$ cat src/hw/fsr_params.svh
// Purpose: Constants for the fan speed and threshold register group.
// Assumes: Byte-wide register port with 8-bit addresses.
// Notes:   Offsets, reset values and timing counts live here.
`ifndef FSR_PARAMS_SVH
`define FSR_PARAMS_SVH
`define FSR_A_PER_LO    8'h08
`define FSR_A_PER_HI    8'h09
`define FSR_A_STATUS    8'h0C
`define FSR_A_MIN_LO    8'h10
`define FSR_A_MIN_HI    8'h11
`define FSR_A_MAX_LO    8'h12
`define FSR_A_MAX_HI    8'h13
`define FSR_A_LCRIT     8'h1B
`define FSR_A_PSV       8'h1C
`define FSR_A_RCRIT     8'h1D
`define FSR_A_TGT_LO    8'h1E
`define FSR_A_TGT_HI    8'h1F
`define FSR_R_ZERO      8'h00
`define FSR_R_FF        8'hFF
`define FSR_R_LCRIT     8'h50
`define FSR_R_RCRIT     8'h69
`define FSR_PSV_MASK    8'h3F
`define FSR_TOL         16'h000A
`define FSR_DUTY_OFF    8'h00
`define FSR_TEMP_LSBS   3'h0
`endif

$ cat src/hw/fsr_pkg.sv
// Purpose: Shared types for the fan speed register group.
// Assumes: Included constants come from fsr_params.svh.
// Notes:   Host sequencer states live here.
package fsr_pkg;
    typedef enum logic [1:0] {
        FSR_H_IDLE = 2'b00,
        FSR_H_RDLO = 2'b01,
        FSR_H_RDHI = 2'b10,
        FSR_H_WR   = 2'b11
    } fsr_hstate_type;
endpackage : fsr_pkg

$ cat src/hw/fsr_bus_if.sv
// Purpose: Register port joining the host end and the device end.
// Assumes: One access per cycle, read data valid the cycle after.
// Notes:   No clocking block; both ends share mclk_in.
`timescale 1ns/1ns
`default_nettype none
interface fsr_bus_if;
    logic       wr_en;   // Write strobe, one cycle.
    logic       rd_en;   // Read strobe, one cycle.
    logic [7:0] addr;    // Register address.
    logic [7:0] wdata;   // Write data.
    logic [7:0] rdata;   // Read data, registered.
    logic       rvalid;  // Read data valid pulse.
    modport dev  (input wr_en, rd_en, addr, wdata, output rdata, rvalid);
    modport host (output wr_en, rd_en, addr, wdata, input rdata, rvalid);
endinterface : fsr_bus_if
`default_nettype wire

$ cat src/hw/fsr_dev.sv
// What this block does
// RULE1 - Local critical threshold at 0x1B, reset 0x50.
// RULE2 - Remote critical threshold at 0x1D, reset 0x69.
// RULE3 - Passive threshold 0x1C keeps bits 5..0 only.
// RULE4 - Auto loop forces duty zero at/below passive.
// RULE5 - Period bytes 0x08/0x09 read-only, reset zero.
// RULE6 - Low byte read freezes high until both read.
// RULE7 - Host reads period low byte before high.
// RULE8 - Target period 0x1E/0x1F, reset 0xFF, host writes.
// RULE9 - Mode zero: target within thirty percent period.
// RULE10 - Mode one: target within slowest running period.
// RULE11 - Min speed limit 0x10/0x11; above means slow.
// RULE12 - Max speed limit 0x12/0x13; below means fast.
// RULE13 - Thresholds are eleven bits, three zero LSBs.
// RULE14 - Software mode: hold duty within 0x000A counts.
// RULE15 - Recompare limits on each new period sample.
//
// Purpose: Device end of the fan speed and threshold register group.
// Assumes: Period samples and temperatures arrive from sibling logic.
// Notes:   Status at 0x0C: bit0 too slow, bit1 too fast, bit2 in band.
`timescale 1ns/1ns
`default_nettype none
`include "fsr_params.svh"
module fsr_dev
    import fsr_pkg::*;
(
    input  wire logic        mclk_in,         // System clock.
    input  wire logic        rst_in,          // Sync reset, high.
    fsr_bus_if.dev           bus,             // Register port.
    input  wire logic        period_vld_in,   // New period sample pulse.
    input  wire logic [15:0] period_in,       // Measured period.
    input  wire logic        auto_loop_in,    // Auto temp loop active.
    input  wire logic [10:0] temp_in,         // Governing temperature.
    input  wire logic [7:0]  duty_req_in,     // Loop duty request.
    output logic      [7:0]  duty_cycle_value_out, // Duty to PWM.
    output logic      [10:0] local_critical_bits_out,  // Local limit.
    output logic      [10:0] remote_critical_bits_out, // Remote limit.
    output logic      [15:0] target_period_out,  // Software target.
    output logic             too_slow_out,    // Below min speed.
    output logic             too_fast_out,    // Above max speed.
    output logic             in_band_out      // Near target.
);
    logic [7:0]  lcrit_q, rcrit_q, psv_q;
    logic [15:0] min_q, max_q, tgt_q, per_q;
    logic [7:0]  hi_frz_q;
    logic        frz_q;
    logic [7:0]  rdata_q;
    logic        rvalid_q;
    logic [15:0] diff;
    logic [10:0] psv_full;
    logic        slow_d;      // Sample below minimum speed.
    logic        fast_d;      // Sample above maximum speed.
    logic        band_d;      // Sample within tolerance of target.
    logic        lo_rd;       // Host reads the period low byte.
    logic        hi_rd;       // Host reads the period high byte.

    // Temperature thresholds; only the upper eight of eleven bits are kept.
    always_ff @(posedge mclk_in) begin
        if (rst_in) begin
            lcrit_q <= `FSR_R_LCRIT; // see RULE1
            rcrit_q <= `FSR_R_RCRIT; // see RULE2
            psv_q   <= `FSR_R_ZERO;  // see RULE3
        end else if (bus.wr_en) begin
            case (bus.addr)
                `FSR_A_LCRIT: lcrit_q <= bus.wdata; // see RULE1
                `FSR_A_RCRIT: rcrit_q <= bus.wdata; // see RULE2
                // Masking on the way in means bits 7..6 never read back as
                // set, so the passive threshold cannot pass its top value.
                `FSR_A_PSV:   psv_q <= bus.wdata & `FSR_PSV_MASK; // see RULE3
                default: ;
            endcase
        end
    end

    // Speed limits and target; writes to read-only offsets fall through.
    always_ff @(posedge mclk_in) begin
        if (rst_in) begin
            min_q <= {`FSR_R_FF, `FSR_R_FF};     // see RULE11
            max_q <= {`FSR_R_ZERO, `FSR_R_ZERO}; // see RULE12
            tgt_q <= {`FSR_R_FF, `FSR_R_FF};     // see RULE8
        end else if (bus.wr_en) begin
            case (bus.addr)
                `FSR_A_MIN_LO: min_q[7:0]  <= bus.wdata; // see RULE11
                `FSR_A_MIN_HI: min_q[15:8] <= bus.wdata;
                `FSR_A_MAX_LO: max_q[7:0]  <= bus.wdata; // see RULE12
                `FSR_A_MAX_HI: max_q[15:8] <= bus.wdata;
                // The target halves land in separate writes, so the band
                // check sees a mixed value for the access in between.
                `FSR_A_TGT_LO: tgt_q[7:0]  <= bus.wdata; // see RULE8
                `FSR_A_TGT_HI: tgt_q[15:8] <= bus.wdata;
                default: ;
            endcase
        end
    end

    // Period capture; the host view of the high byte is held while frozen.
    always_ff @(posedge mclk_in) begin
        if (rst_in) begin
            per_q <= {`FSR_R_ZERO, `FSR_R_ZERO}; // see RULE5
        end else if (period_vld_in) begin
            per_q <= period_in;
        end
    end

    // Decoded period reads, shared by the freeze and its snapshot.
    assign lo_rd = bus.rd_en && (bus.addr == `FSR_A_PER_LO);
    assign hi_rd = bus.rd_en && (bus.addr == `FSR_A_PER_HI);

    // Freeze opens on a low byte read and closes on the high byte read.
    // A lone high byte read leaves it shut and returns the live value.
    always_ff @(posedge mclk_in) begin
        if (rst_in) begin
            frz_q <= 1'b0;
        end else if (lo_rd) begin
            frz_q <= 1'b1; // see RULE6
        end else if (hi_rd) begin
            frz_q <= 1'b0; // see RULE6
        end
    end

    // Snapshot of the high byte taken at the same edge as the low byte,
    // so a sample stored at that very edge cannot split the pair.
    always_ff @(posedge mclk_in) begin
        if (rst_in) begin
            hi_frz_q <= `FSR_R_ZERO;
        end else if (lo_rd) begin
            hi_frz_q <= per_q[15:8]; // see RULE6
        end
    end

    // Registered read mux; unmapped offsets answer zero.
    always_ff @(posedge mclk_in) begin
        if (rst_in) begin
            rdata_q  <= `FSR_R_ZERO;
            rvalid_q <= 1'b0;
        end else begin
            rvalid_q <= bus.rd_en;
            if (bus.rd_en) begin
                case (bus.addr)
                    `FSR_A_PER_LO: rdata_q <= per_q[7:0]; // see RULE5
                    `FSR_A_PER_HI: rdata_q <= frz_q ? hi_frz_q
                                                    : per_q[15:8]; // see RULE6
                    `FSR_A_STATUS: rdata_q <= {5'h00, in_band_out,
                                               too_fast_out, too_slow_out};
                    `FSR_A_MIN_LO: rdata_q <= min_q[7:0];
                    `FSR_A_MIN_HI: rdata_q <= min_q[15:8];
                    `FSR_A_MAX_LO: rdata_q <= max_q[7:0];
                    `FSR_A_MAX_HI: rdata_q <= max_q[15:8];
                    `FSR_A_LCRIT:  rdata_q <= lcrit_q;
                    `FSR_A_PSV:    rdata_q <= psv_q; // see RULE3
                    `FSR_A_RCRIT:  rdata_q <= rcrit_q;
                    `FSR_A_TGT_LO: rdata_q <= tgt_q[7:0];
                    `FSR_A_TGT_HI: rdata_q <= tgt_q[15:8];
                    default:       rdata_q <= `FSR_R_ZERO;
                endcase
            end
        end
    end
    assign bus.rdata  = rdata_q;
    assign bus.rvalid = rvalid_q;

    // Stored bytes are the upper eight of eleven-bit thresholds.
    assign psv_full = {psv_q, `FSR_TEMP_LSBS}; // see RULE13

    // Distance to the target, taken without sign in either direction.
    assign diff = (period_in > tgt_q) ? (period_in - tgt_q)
                                      : (tgt_q - period_in);

    // Next status: a period longer than the minimum limit is a slow fan.
    assign slow_d = period_in > min_q; // see RULE11
    assign fast_d = period_in < max_q; // see RULE12
    assign band_d = diff <= `FSR_TOL;  // see RULE14

    // Limit comparisons refresh only on a new sample, so status is stable
    // between samples; a limit written later acts on the next sample.
    always_ff @(posedge mclk_in) begin
        if (rst_in) begin
            too_slow_out <= 1'b0;
            too_fast_out <= 1'b0;
            in_band_out  <= 1'b0;
        end else if (period_vld_in) begin
            too_slow_out <= slow_d; // see RULE15
            too_fast_out <= fast_d; // see RULE15
            in_band_out  <= band_d;
        end
    end

    // Duty: passive stop in auto loop, else follow the request; software mode holds when near target.
    always_ff @(posedge mclk_in) begin
        if (rst_in) begin
            duty_cycle_value_out <= `FSR_DUTY_OFF;
        end else if (auto_loop_in && temp_in <= psv_full) begin
            duty_cycle_value_out <= `FSR_DUTY_OFF; // see RULE4
        end else if (auto_loop_in || !in_band_out) begin
            duty_cycle_value_out <= duty_req_in; // see RULE14
        end
    end

    // Outputs that mirror registers; the critical limits widen to full threshold width.
    always_ff @(posedge mclk_in) begin
        if (rst_in) begin
            local_critical_bits_out  <= {`FSR_R_LCRIT, `FSR_TEMP_LSBS};
            remote_critical_bits_out <= {`FSR_R_RCRIT, `FSR_TEMP_LSBS};
            target_period_out        <= {`FSR_R_FF, `FSR_R_FF};
        end else begin
            // Bytes widen over three zero fraction bits, see RULE13.
            local_critical_bits_out  <= {lcrit_q, `FSR_TEMP_LSBS};
            remote_critical_bits_out <= {rcrit_q, `FSR_TEMP_LSBS};
            target_period_out        <= tgt_q;
        end
    end
endmodule : fsr_dev
`default_nettype wire

$ cat src/flat_wrapper.sv
// flat-port wrapper written by rule: the top's interface ports become plain ports
module fsr_dev_flat import fsr_pkg::*;
  (mclk_in, rst_in, period_vld_in, period_in, auto_loop_in, temp_in, duty_req_in, duty_cycle_value_out, local_critical_bits_out, remote_critical_bits_out, target_period_out, too_slow_out, too_fast_out, in_band_out, bus_wr_en, bus_rd_en, bus_addr, bus_wdata, bus_rdata, bus_rvalid);
  fsr_bus_if bus_i ();
  input  wire logic mclk_in;
  input  wire logic rst_in;
  input  wire logic period_vld_in;
  input  wire logic [15:0] period_in;
  input  wire logic auto_loop_in;
  input  wire logic [10:0] temp_in;
  input  wire logic [7:0] duty_req_in;
  output logic      [7:0] duty_cycle_value_out;
  output logic      [10:0] local_critical_bits_out;
  output logic      [10:0] remote_critical_bits_out;
  output logic      [15:0] target_period_out;
  output logic too_slow_out;
  output logic too_fast_out;
  output logic in_band_out;
  input wire logic [$bits(bus_i.wr_en)-1:0] bus_wr_en;
  input wire logic [$bits(bus_i.rd_en)-1:0] bus_rd_en;
  input wire logic [$bits(bus_i.addr)-1:0] bus_addr;
  input wire logic [$bits(bus_i.wdata)-1:0] bus_wdata;
  output wire logic [$bits(bus_i.rdata)-1:0] bus_rdata;
  output wire logic [$bits(bus_i.rvalid)-1:0] bus_rvalid;
  assign bus_i.wr_en = bus_wr_en;
  assign bus_i.rd_en = bus_rd_en;
  assign bus_i.addr = bus_addr;
  assign bus_i.wdata = bus_wdata;
  assign bus_rdata = bus_i.rdata;
  assign bus_rvalid = bus_i.rvalid;
  fsr_dev u_core (.mclk_in(mclk_in), .rst_in(rst_in), .bus(bus_i), .period_vld_in(period_vld_in), .period_in(period_in), .auto_loop_in(auto_loop_in), .temp_in(temp_in), .duty_req_in(duty_req_in), .duty_cycle_value_out(duty_cycle_value_out), .local_critical_bits_out(local_critical_bits_out), .remote_critical_bits_out(remote_critical_bits_out), .target_period_out(target_period_out), .too_slow_out(too_slow_out), .too_fast_out(too_fast_out), .in_band_out(in_band_out));
endmodule
$ cat config.mk
export PLATFORM = sky130hd
export DESIGN_NAME = fsr_dev_flat
export DESIGN_NICKNAME = d
export VERILOG_FILES = /design/src/hw/fsr_pkg.sv /design/src/hw/fsr_bus_if.sv /design/src/hw/fsr_dev.sv /design/src/flat_wrapper.sv
export VERILOG_INCLUDE_DIRS = /design/src /design/src/hw
export SDC_FILE = /design/constraint.sdc
export NUM_CORES = 1
export LEC_CHECK = 0
export BUFFER_PORTS_ARGS = -buffer_cell sky130_fd_sc_hd__buf_4
export CAP_MARGIN = 20
export CORE_MARGIN = 2
export CORE_UTILIZATION = 58
export CTS_CLUSTER_DIAMETER = 80
export DETAILED_ROUTE_END_ITERATION = 12
export GPL_TIMING_DRIVEN = 0
export PLACE_DENSITY = 0.86
export SLEW_MARGIN = 20
export SYNTH_ARGS = -nofsm -noshare
export SYNTH_HDL_FRONTEND = slang
export SYNTH_SLANG_ARGS = --single-unit
$ cat constraint.sdc
create_clock -name mclk_in -period 3.6 [get_ports mclk_in]
set_input_delay 0.9 -clock mclk_in [delete_from_list [all_inputs] [get_ports mclk_in]]
set_output_delay 0.9 -clock mclk_in [all_outputs]
set_load 0.02 [all_outputs]
==> results of run 1 <==
-- layer usage --
metal / track usage (%) / part of all wire [%] / vias up
li1: - / - / 3818
met1: 45.3 / 40 / 3871
met2: 52.2 / 44 / 527
met3: 9.24 / 12 / 117
met4: 14.7 / 4.6 / 0
met5: 0 / 0 / -
-- cells in the mapped netlist (4+ instances only) --
cell	number
sky130_fd_sc_hd__a31oi_1	6
sky130_fd_sc_hd__buf_2	8
sky130_fd_sc_hd__mux2i_1	47
sky130_fd_sc_hd__buf_4	9
sky130_fd_sc_hd__and2_1	5
sky130_fd_sc_hd__xnor2_1	5
sky130_fd_sc_hd__nand2b_1	18
sky130_fd_sc_hd__o21bai_1	6
sky130_fd_sc_hd__a22oi_1	18
sky130_fd_sc_hd__or3_1	6
sky130_fd_sc_hd__o211ai_1	4
sky130_fd_sc_hd__nand2_1	100
sky130_fd_sc_hd__nor2b_1	21
sky130_fd_sc_hd__a21o_1	9
sky130_fd_sc_hd__o21ai_1	5
sky130_fd_sc_hd__ha_1	68
sky130_fd_sc_hd__nand4_1	10
sky130_fd_sc_hd__a211o_1	24
sky130_fd_sc_hd__o21ai_0	24
sky130_fd_sc_hd__and3_1	24
sky130_fd_sc_hd__inv_1	71
sky130_fd_sc_hd__a21oi_1	80
sky130_fd_sc_hd__or2_2	23
sky130_fd_sc_hd__clkbuf_1	34
sky130_fd_sc_hd__buf_1	6
sky130_fd_sc_hd__o22ai_1	6
sky130_fd_sc_hd__a221oi_1	5
sky130_fd_sc_hd__o2111ai_1	6
sky130_fd_sc_hd__a311oi_1	6
sky130_fd_sc_hd__nor2_1	79
sky130_fd_sc_hd__nor3_1	9
sky130_fd_sc_hd__nand3_1	43
sky130_fd_sc_hd__o21a_1	7
sky130_fd_sc_hd__nand3b_1	20
sky130_fd_sc_hd__dfxtp_1	147
-- state kept, by name (all words and copies together) (netlist names), 6 cells and up --
register                         flops
u_core.max_q                        16
u_core.min_q                        16
u_core.per_q                        16
u_core.target_period_out            16
u_core.tgt_q                        16
u_core.bus.rdata                     8
u_core.duty_cycle_value_out          8
u_core.hi_frz_q                      8
u_core.lcrit_q                       8
u_core.local_critical_bits_out       8
u_core.rcrit_q                       8
u_core.remote_critical_bits_out      8
u_core.psv_q                         6
-- how the worst max path moves through the flow --
stage	from	end	cells after the start
2_1_floorplan	period_in[0]	u_core.in_band_out	13
3_3_place_gp	period_in[0]	u_core.in_band_out	14
6_report	period_in[0]	u_core.in_band_out	14
5_1_grt	period_in[0]	u_core.in_band_out	14
3_5_place_dp	period_in[0]	u_core.in_band_out	14
4_1_cts	period_in[0]	u_core.in_band_out	14
-- cell families (layout without fill, tap and decap cells) --
kind of cell | Yosys count | count (layout) | synth area share [%]
and+or+nand+nor | 372 | 372 | 22.6
AOI/OAI and AO/OA | 236 | 236 | 18.8
DFF | 147 | 147 | 34.8
buffers and inverters | 133 | 267 | 6.64
adders and majority gates | 70 | 70 | 10.5
muxes | 48 | 48 | 5.70
xor gates and xnor gates | 8 | 8 | 0.830
other | 1 | 6 | 0.0444
-- area by class of cell --
class                   instances  share of cell area, %
plain buffers                  61                   2.89
repair buffers                102                   7.63
clock buffers                  20                   4.55
clock inverters                12                   1.20
inverters                      72                   2.69
well taps                     184                   2.29
multi-input cells             740                   49.4
flip-flops and latches        147                   29.3
-- cells in the final DEF, fill, tap and decap left out, types with 7 or more instances in the layout --
cell                        netlist  final
sky130_fd_sc_hd__and3_1          24     24
sky130_fd_sc_hd__clkbuf_1        34     35
sky130_fd_sc_hd__a211o_1         24     24
sky130_fd_sc_hd__nand3b_1        20     20
sky130_fd_sc_hd__or2_2           23     23
sky130_fd_sc_hd__buf_2            8      8
sky130_fd_sc_hd__a21oi_1         80     80
sky130_fd_sc_hd__buf_4            9    111
sky130_fd_sc_hd__nand4_1         10     10
sky130_fd_sc_hd__a21o_1           9      9
sky130_fd_sc_hd__mux2i_1         47     47
sky130_fd_sc_hd__nor2b_1         21     21
sky130_fd_sc_hd__nand2b_1        18     18
sky130_fd_sc_hd__nand2_1        100    100
sky130_fd_sc_hd__o21a_1           7      7
sky130_fd_sc_hd__clkbuf_16        0     17
sky130_fd_sc_hd__o21ai_0         24     24
sky130_fd_sc_hd__nor3_1           9      9
sky130_fd_sc_hd__a22oi_1         18     18
sky130_fd_sc_hd__ha_1            68     68
sky130_fd_sc_hd__nand3_1         43     43
sky130_fd_sc_hd__nor2_1          79     79
sky130_fd_sc_hd__inv_1           71     71
sky130_fd_sc_hd__dfxtp_1        147    147
-- critical path, cell delays in order --
cell and delay [ns]:
sky130_fd_sc_hd__buf_4 0.11, sky130_fd_sc_hd__inv_1 0.06, sky130_fd_sc_hd__ha_1 0.22, sky130_fd_sc_hd__fa_1 0.40
sky130_fd_sc_hd__nand2b_4 0.16, sky130_fd_sc_hd__a21oi_1 0.13, sky130_fd_sc_hd__o21a_1 0.19, sky130_fd_sc_hd__o21ai_2 0.13
sky130_fd_sc_hd__o31a_4 0.38, sky130_fd_sc_hd__nor2_8 0.19, sky130_fd_sc_hd__mux2i_1 0.29, sky130_fd_sc_hd__a311oi_1 0.13
sky130_fd_sc_hd__o2111ai_1 0.25, sky130_fd_sc_hd__o21ai_1 0.09
-- stage by stage --
step / setup TNS (ns) / hold slack, ns / cells / setup WS [ns] / power, µW
final: 0 / 0.456 / 1338 / 0.272 / 3870
after global routing: 0 / 0.477 / 1338 / 0.105 / 3970
after CTS: 0 / 0.457 / 1338 / 0.268 / 3840
after detailed placement: -0.180 / 0.449 / 1306 / -0.180 / 2140
after global placement: -0.159 / 0.441 / 1306 / -0.159 / 2130
after floorplan: 0 / 0.436 / 1020 / 0.317 / 1960
-- power groups by stage --
stage          combinational [µW]  sequential [µW]  clock, µW
6_report                      446             1670       1760
5_1_grt                       482             1670       1810
4_1_cts                       436             1670       1740
3_5_place_dp                  433             1700          0
3_3_place_gp                  424             1700          0
2_1_floorplan                 252             1710          0
==> results, run 1 <==
- The total global routing track utilization is about a third.
- The maximum number of pins on one net before global-route repair is 17.
- For the pin with the worst max-slew slack, the measured transition is 0.886 ns.
- The arrival time at the worst endpoint is 3.63 ns.
- The number of iterations in the first detailed-routing pass is 6.
- The number of enable-type register cells in the synthesized netlist is 0.
- In this run the mean area of a mapped cell was 8.32 µm².
- The H-tree generated during clock tree synthesis spans 4 levels.
- The category of the worst setup path capture point is a register.
- For this design the top-level I/O count stands at 115.
- The maximum fanout count along the critical path is 9.
- The power per unit of standard cell area is 386 nW/µm².
- The total number of clock tree sinks is 147.
- The number of buffers created by CTS is 17.
- The number of pins exceeding their max-slew limit in the final report is 0.
- The net count of the finished layout is 1268.
- The final setup violation count is 0.
- The initial antenna violation count is 0.
- The floorplan has 44 rows.
- The endpoint required time on the critical path is about 3.9 ns.
- The proportion of total power due to net switching is a little over a quarter.
- Max-cap violations in this run came to 0.
- After synthesis, the largest area contributor takes up 34.8% of total cell area.
- Compared with the post-synthesis result, the final layout area differs by 18.8%.
- The clock passes through at most 2 buffers.
- The startpoint class of the critical path is an input pin.
- Synthesis inferred between 100 and 150 register bits.
- The buffer count from post-CTS setup fixing is 0.
- In this run the power spent charging and discharging nets is about 1000 µW.
- The worst-case vdd ir drop is between 300 and 400 µV.
- The initial core utilization is 58.8%.
- Cells fill between 60% and 70% of the core in the end.
- During synthesis, Yosys emitted a total of 0 warnings.
- The startpoint identified for the worst register-to-register timing path is u_core.tgt_q[0].
- From bottom edge to top edge, the die measures 125 µm.
- The classification of the worst-slack hold path is reg -> reg.
- The per-cell via count in the routed design is 6.23.
- After layout, the worst path uses 92.4% of the clock period.
- Timing would allow up to 300 MHz.
- TritonCTS built the clock tree.
- The total overflow left after global routing is 0.
- The category of the most critical setup path is in -> reg.
- After clock tree synthesis, the clock-pin slew on the worst setup and hold paths is 0.06 ns.
- The number of different library cells used by synthesis comes to 69.
- The flow ran to the end, and the final reports show no timing, DRC or antenna violations.
- The number of hold buffers added after CTS was 0.
- The buffer type at the clock tree root is sky130_fd_sc_hd__clkbuf_16.
- The number of nets with antenna violations after routing is 0.
- The layout has approximately 1.2k filler cells.
- The clock latency at the later pin of the worst-skew pair is 0.44 ns.
- The instance area at placement is 9460 µm².
- Measured against its own limit, the worst slew margin works out to 40.7%.
- The count of buffers added on input and output ports is 102.
- The die covers approximately 16000 µm².
- In the synthesized netlist the async set-or-reset flop fraction comes to 0%.
- The share of total power dissipated in the clock network is 45.4%.
- Setup repair after global routing left no endpoint under its margin.
- In the routed design, unresolved DRC markers number 0.
- The hold-critical path depth is 2.
- Setup slack on the worst reg-to-reg path comes out at between 0.4 and 0.5 ns.
- The routed design has 27100 µm of wire.
- The die width is ~120 µm.
- The share of the yosys chip area belonging to registers is between 30% and 40%.
- Synthesis handed over a netlist of 1015 instances.
- Counting cells, the worst reg-to-reg path comes to 13.
- The area of the multi-input gates is 4960 µm².
- The number of gates given a new drive strength after cts is 0.
- After synthesis, the cell types taking the most area are sky130_fd_sc_hd__dfxtp_1, sky130_fd_sc_hd__ha_1, sky130_fd_sc_hd__mux2i_1.
- Of the cells placed in the final design, the portion with a size suffix greater than 1 is 16.6%.
- The via count of the first global-routing pass is 7870.
- The flip-flop and latch area is 2940 µm².
- The worst clock skew on the final layout is 0.0109 ns.
- The leading area contributor after synthesis is sky130_fd_sc_hd__dfxtp_1.
- The congestion estimate from routability-driven global placement came to 0.991.
- The starting DRC count in detailed routing is ~1.1k.
- The startpoint of the worst hold path is u_core.hi_frz_q[3].
- The floorplan core area is 14400 µm².
- Dividing the detail-routed wire length by the instance count gives 20.3 µm.
- The cell-internal power is 2830 µW.
- The endpoint identified for the worst register-to-register timing path is u_core.in_band_out.
- The total vias in the final route is 8333.
- Of the total power, registers draw 43.1%.
- The worst min-delay path endpoint is u_core.hi_frz_q[3].
- In the synthesized netlist the dominant register cell turns out to be sky130_fd_sc_hd__dfxtp_1.
- The leakage power of the design is 0.00454 µW.
- The final hold violation count came to 0.
- For the finished layout, the period the worst path requires is ~3.3 ns.
- 0 antenna diodes ended up in the layout.
- The part of the total power dissipated in combinational logic is a little under an eighth.
- After routing the design area is 10000 µm².
- The area of the mapped netlist is 8450 µm².
- The first global-routing pass estimated 41800 µm of wire.
- The half-perimeter wire length after detailed placement is 20200 µm.
No activity file was read; power rests on OpenSTA's default activity.
==> run 2, diff against run 1 <==
--- a/config.mk
+++ b/config.mk
@@ -13,6 +13,7 @@
 export CTS_CLUSTER_DIAMETER = 80
 export DETAILED_ROUTE_END_ITERATION = 12
 export GPL_TIMING_DRIVEN = 0
+export MAX_ROUTING_LAYER = met4
 export PLACE_DENSITY = 0.86
 export SLEW_MARGIN = 20
 export SYNTH_ARGS = -nofsm -noshare
==> run 2 against run 1 <==
Compared with the run above: non-clock buffer count stayed put; clock skew is 0.0049 ns lower; critical endpoint unchanged; cell count about the same; count of clock-buffer cells in the layout fell by 1; global-route usage increased by 1.5 points; sequential share of layout area about the same; sequential power hardly changed; clock power increased by 2%.
==> results, run 2 (synthesized netlist as in run 1, its figures left out) <==
- The flow ran to the end, and the final reports show no timing, DRC or antenna violations.
- The total number of clock tree sinks is 147.
- After detailed routing, the total wire length is 27400 µm.
- Across the VDD grid, the largest voltage drop is 453 µV.
- Clock-pin slew was measured on the worst setup and hold paths at 0.06 ns.
- The post-layout net count is 1268.
- The worst hold path terminates at u_core.hi_frz_q[6].
- The initial core utilization is 58.8%.
- In this run the most critical hold path is launched from u_core.hi_frz_q[6].
- Global routing used 35.6% of the available tracks across all layers.
- Gates resized during post-CTS repair numbered 0.
- The hold buffer count at cts is 0.
- The maximum number of pins on one net before global-route repair is 17.
- The first global-routing pass estimated 41900 µm of wire.
- The via count of the first global-routing pass was 7868.
- The post-route minimum period is 3.40 ns.
- The overflow left after global routing is 0.
- The I/O pin count is roughly 120.
- The clock reaches the later pin of the worst-skew pair after roughly 0.43 ns.
- The max-capacitance violation count is 0.
- From bottom edge to top edge, the die measures 125 µm.
- The endpoint identified for the worst register-to-register timing path is u_core.in_band_out.
- The arrival time at the worst endpoint is 3.70 ns.
- The final setup violation count is 0.
- The floorplan core area is 14400 µm².
- The total vias in the final route is 8298.
- The worst clock skew on the final layout is 0.00603 ns.
- For this run, design rule violations remaining after detail routing come to 0.
- The worst-case hold slack is 0.455 ns.
- The source of the worst register-to-register timing path is u_core.tgt_q[0].
- The analysis attributes to cell leakage a power of 0.00455 µW.
- The worst hold path was traced through 2 stages.
- The worst setup path is launched from an input pin.
- The start point of the critical path is period_in[0].
- From left edge to right edge, the die measures between 100 and 150 µm.
- Along the worst path, the maximum fanout reaches 9.
- For flop-to-flop paths, the worst setup slack is 0.35 ns.
- Compared with the post-synthesis result, the final layout area differs by 19.0%.
- The count of H-tree levels built during CTS is 4.
- Timing would allow up to 294 MHz.
- After routing the design area is 10100 µm².
- The instance area at placement is ~9500 µm².
- The antenna diode count is 0.
- The library cell used most frequently in the layout, excluding fill and tap cells, is sky130_fd_sc_hd__dfxtp_1.
- The number of nets with antenna violations after routing is 0.
- The measured slew at the worst slew-check pin is between 0.8 and 0.9 ns.
- The worst reg-to-reg path cell count is 12.
- The placer congestion estimate is 1.01.
- The floorplan has between 40 and 50 rows.
- No sink is reached through more buffers than the 2 on the longest clock path.
- The starting DRC count in detailed routing is 949.
- The half-perimeter wire length after detailed placement is around 20000 µm.
- The initial antenna violation count came to 0.
- The category of the worst setup path capture point is a register.
- The final critical path takes up 94.6% of the cycle.
- The per-cell via count in the routed design is 6.21.
- The die outline area is 15500 µm².
- The number of pins exceeding their max-slew limit in the final report came to 0.
- The library cells used most frequently in the layout, excluding fill and tap cells, are sky130_fd_sc_hd__dfxtp_1, sky130_fd_sc_hd__buf_4, sky130_fd_sc_hd__nand2_1, sky130_fd_sc_hd__a21oi_1, sky130_fd_sc_hd__nor2_1.
- The final hold violation count is 0.
- After clock tree synthesis, the setup repair step added 0 buffers.
- The post-route netlist has 16.4% of its cells at a drive strength greater than 1.
- For this design the ratio of total power to cell area is 390 nW/µm².
- The number of port buffers is a little over 100.
- The average wire per standard cell is 20.5 µm.
- The endpoint required time on the critical path is 3.89 ns.
- The number of clock buffers added by TritonCTS is 17.
- The category of the most critical setup path is in -> reg.
- The remaining max-slew budget at the tightest pin is 41.6%.
- The number of iterations in the first detailed-routing pass is 9.
- Setup repair after global routing left no endpoint under its margin.
- TritonCTS built the clock tree.
- The path class of the tightest hold or removal check is reg -> reg.
- The total power draw is 3920 µW.
- The buffer type at the clock tree root is sky130_fd_sc_hd__clkbuf_16.
[run 2: how the worst max path moves through the flow]
stage / to / slack (ns)
3_5_place_dp: u_core.in_band_out / -0.28
6_report: u_core.in_band_out / 0.20
5_1_grt: u_core.in_band_out / 0.02
3_3_place_gp: u_core.in_band_out / -0.15
2_1_floorplan: u_core.in_band_out / 0.32
4_1_cts: u_core.in_band_out / 0.16
[run 2: worst max-delay path, stage by stage]
cell,delay (ns)
sky130_fd_sc_hd__buf_4,0.11
sky130_fd_sc_hd__inv_1,0.06
sky130_fd_sc_hd__ha_1,0.22
sky130_fd_sc_hd__fa_1,0.40
sky130_fd_sc_hd__nand2b_4,0.16
sky130_fd_sc_hd__a21oi_1,0.15
sky130_fd_sc_hd__o21a_1,0.20
sky130_fd_sc_hd__o21ai_2,0.12
sky130_fd_sc_hd__o31a_4,0.38
sky130_fd_sc_hd__nor2_8,0.19
sky130_fd_sc_hd__mux2i_1,0.32
sky130_fd_sc_hd__a311oi_1,0.14
sky130_fd_sc_hd__o2111ai_1,0.24
sky130_fd_sc_hd__o21ai_1,0.09
[run 2: layer usage]
layer / track usage [%] / vias to the layer above / share of wire [%] / wire (µm)
met3: 9.24 / 114 / 12 / 3280
li1: - / 3820 / - / -
met2: 53.1 / 512 / 44 / 12000
met4: 16.0 / 0 / 4.4 / 1200
met1: 45.6 / 3852 / 40 / 11000
met5: - / - / 0 / 0
[run 2: metrics by stage]
step,utilization [%],setup WS (ns),instances,TNS (ns)
finish,70.0,0.196,1337,0
global route,70.0,0.0189,1337,0
CTS,70.0,0.156,1337,0
detailed placement,65.8,-0.282,1306,-0.282
global placement,65.8,-0.150,1306,-0.150
floorplan,-,0.317,1020,0
[run 2: power breakdown]
| group | leakage (µW) | internal, µW | total, µW | switching, µW |
|---|---|---|---|---|
| clock | 0.000283 | 1090 | 1800 | 709 |
| combinational | 0.00307 | 176 | 450 | 274 |
| sequential | 0.00119 | 1650 | 1670 | 20.1 |
[run 2: layout make-up]
type	instances	area [µm²]
multi-input combinational	740	4960
inverter	72	270
buffer	61	290
clock buffer	19	433
tap	184	230
sequential	147	2940
clock inverter	12	159
fill	1178	4320
timing repair buffer	102	766
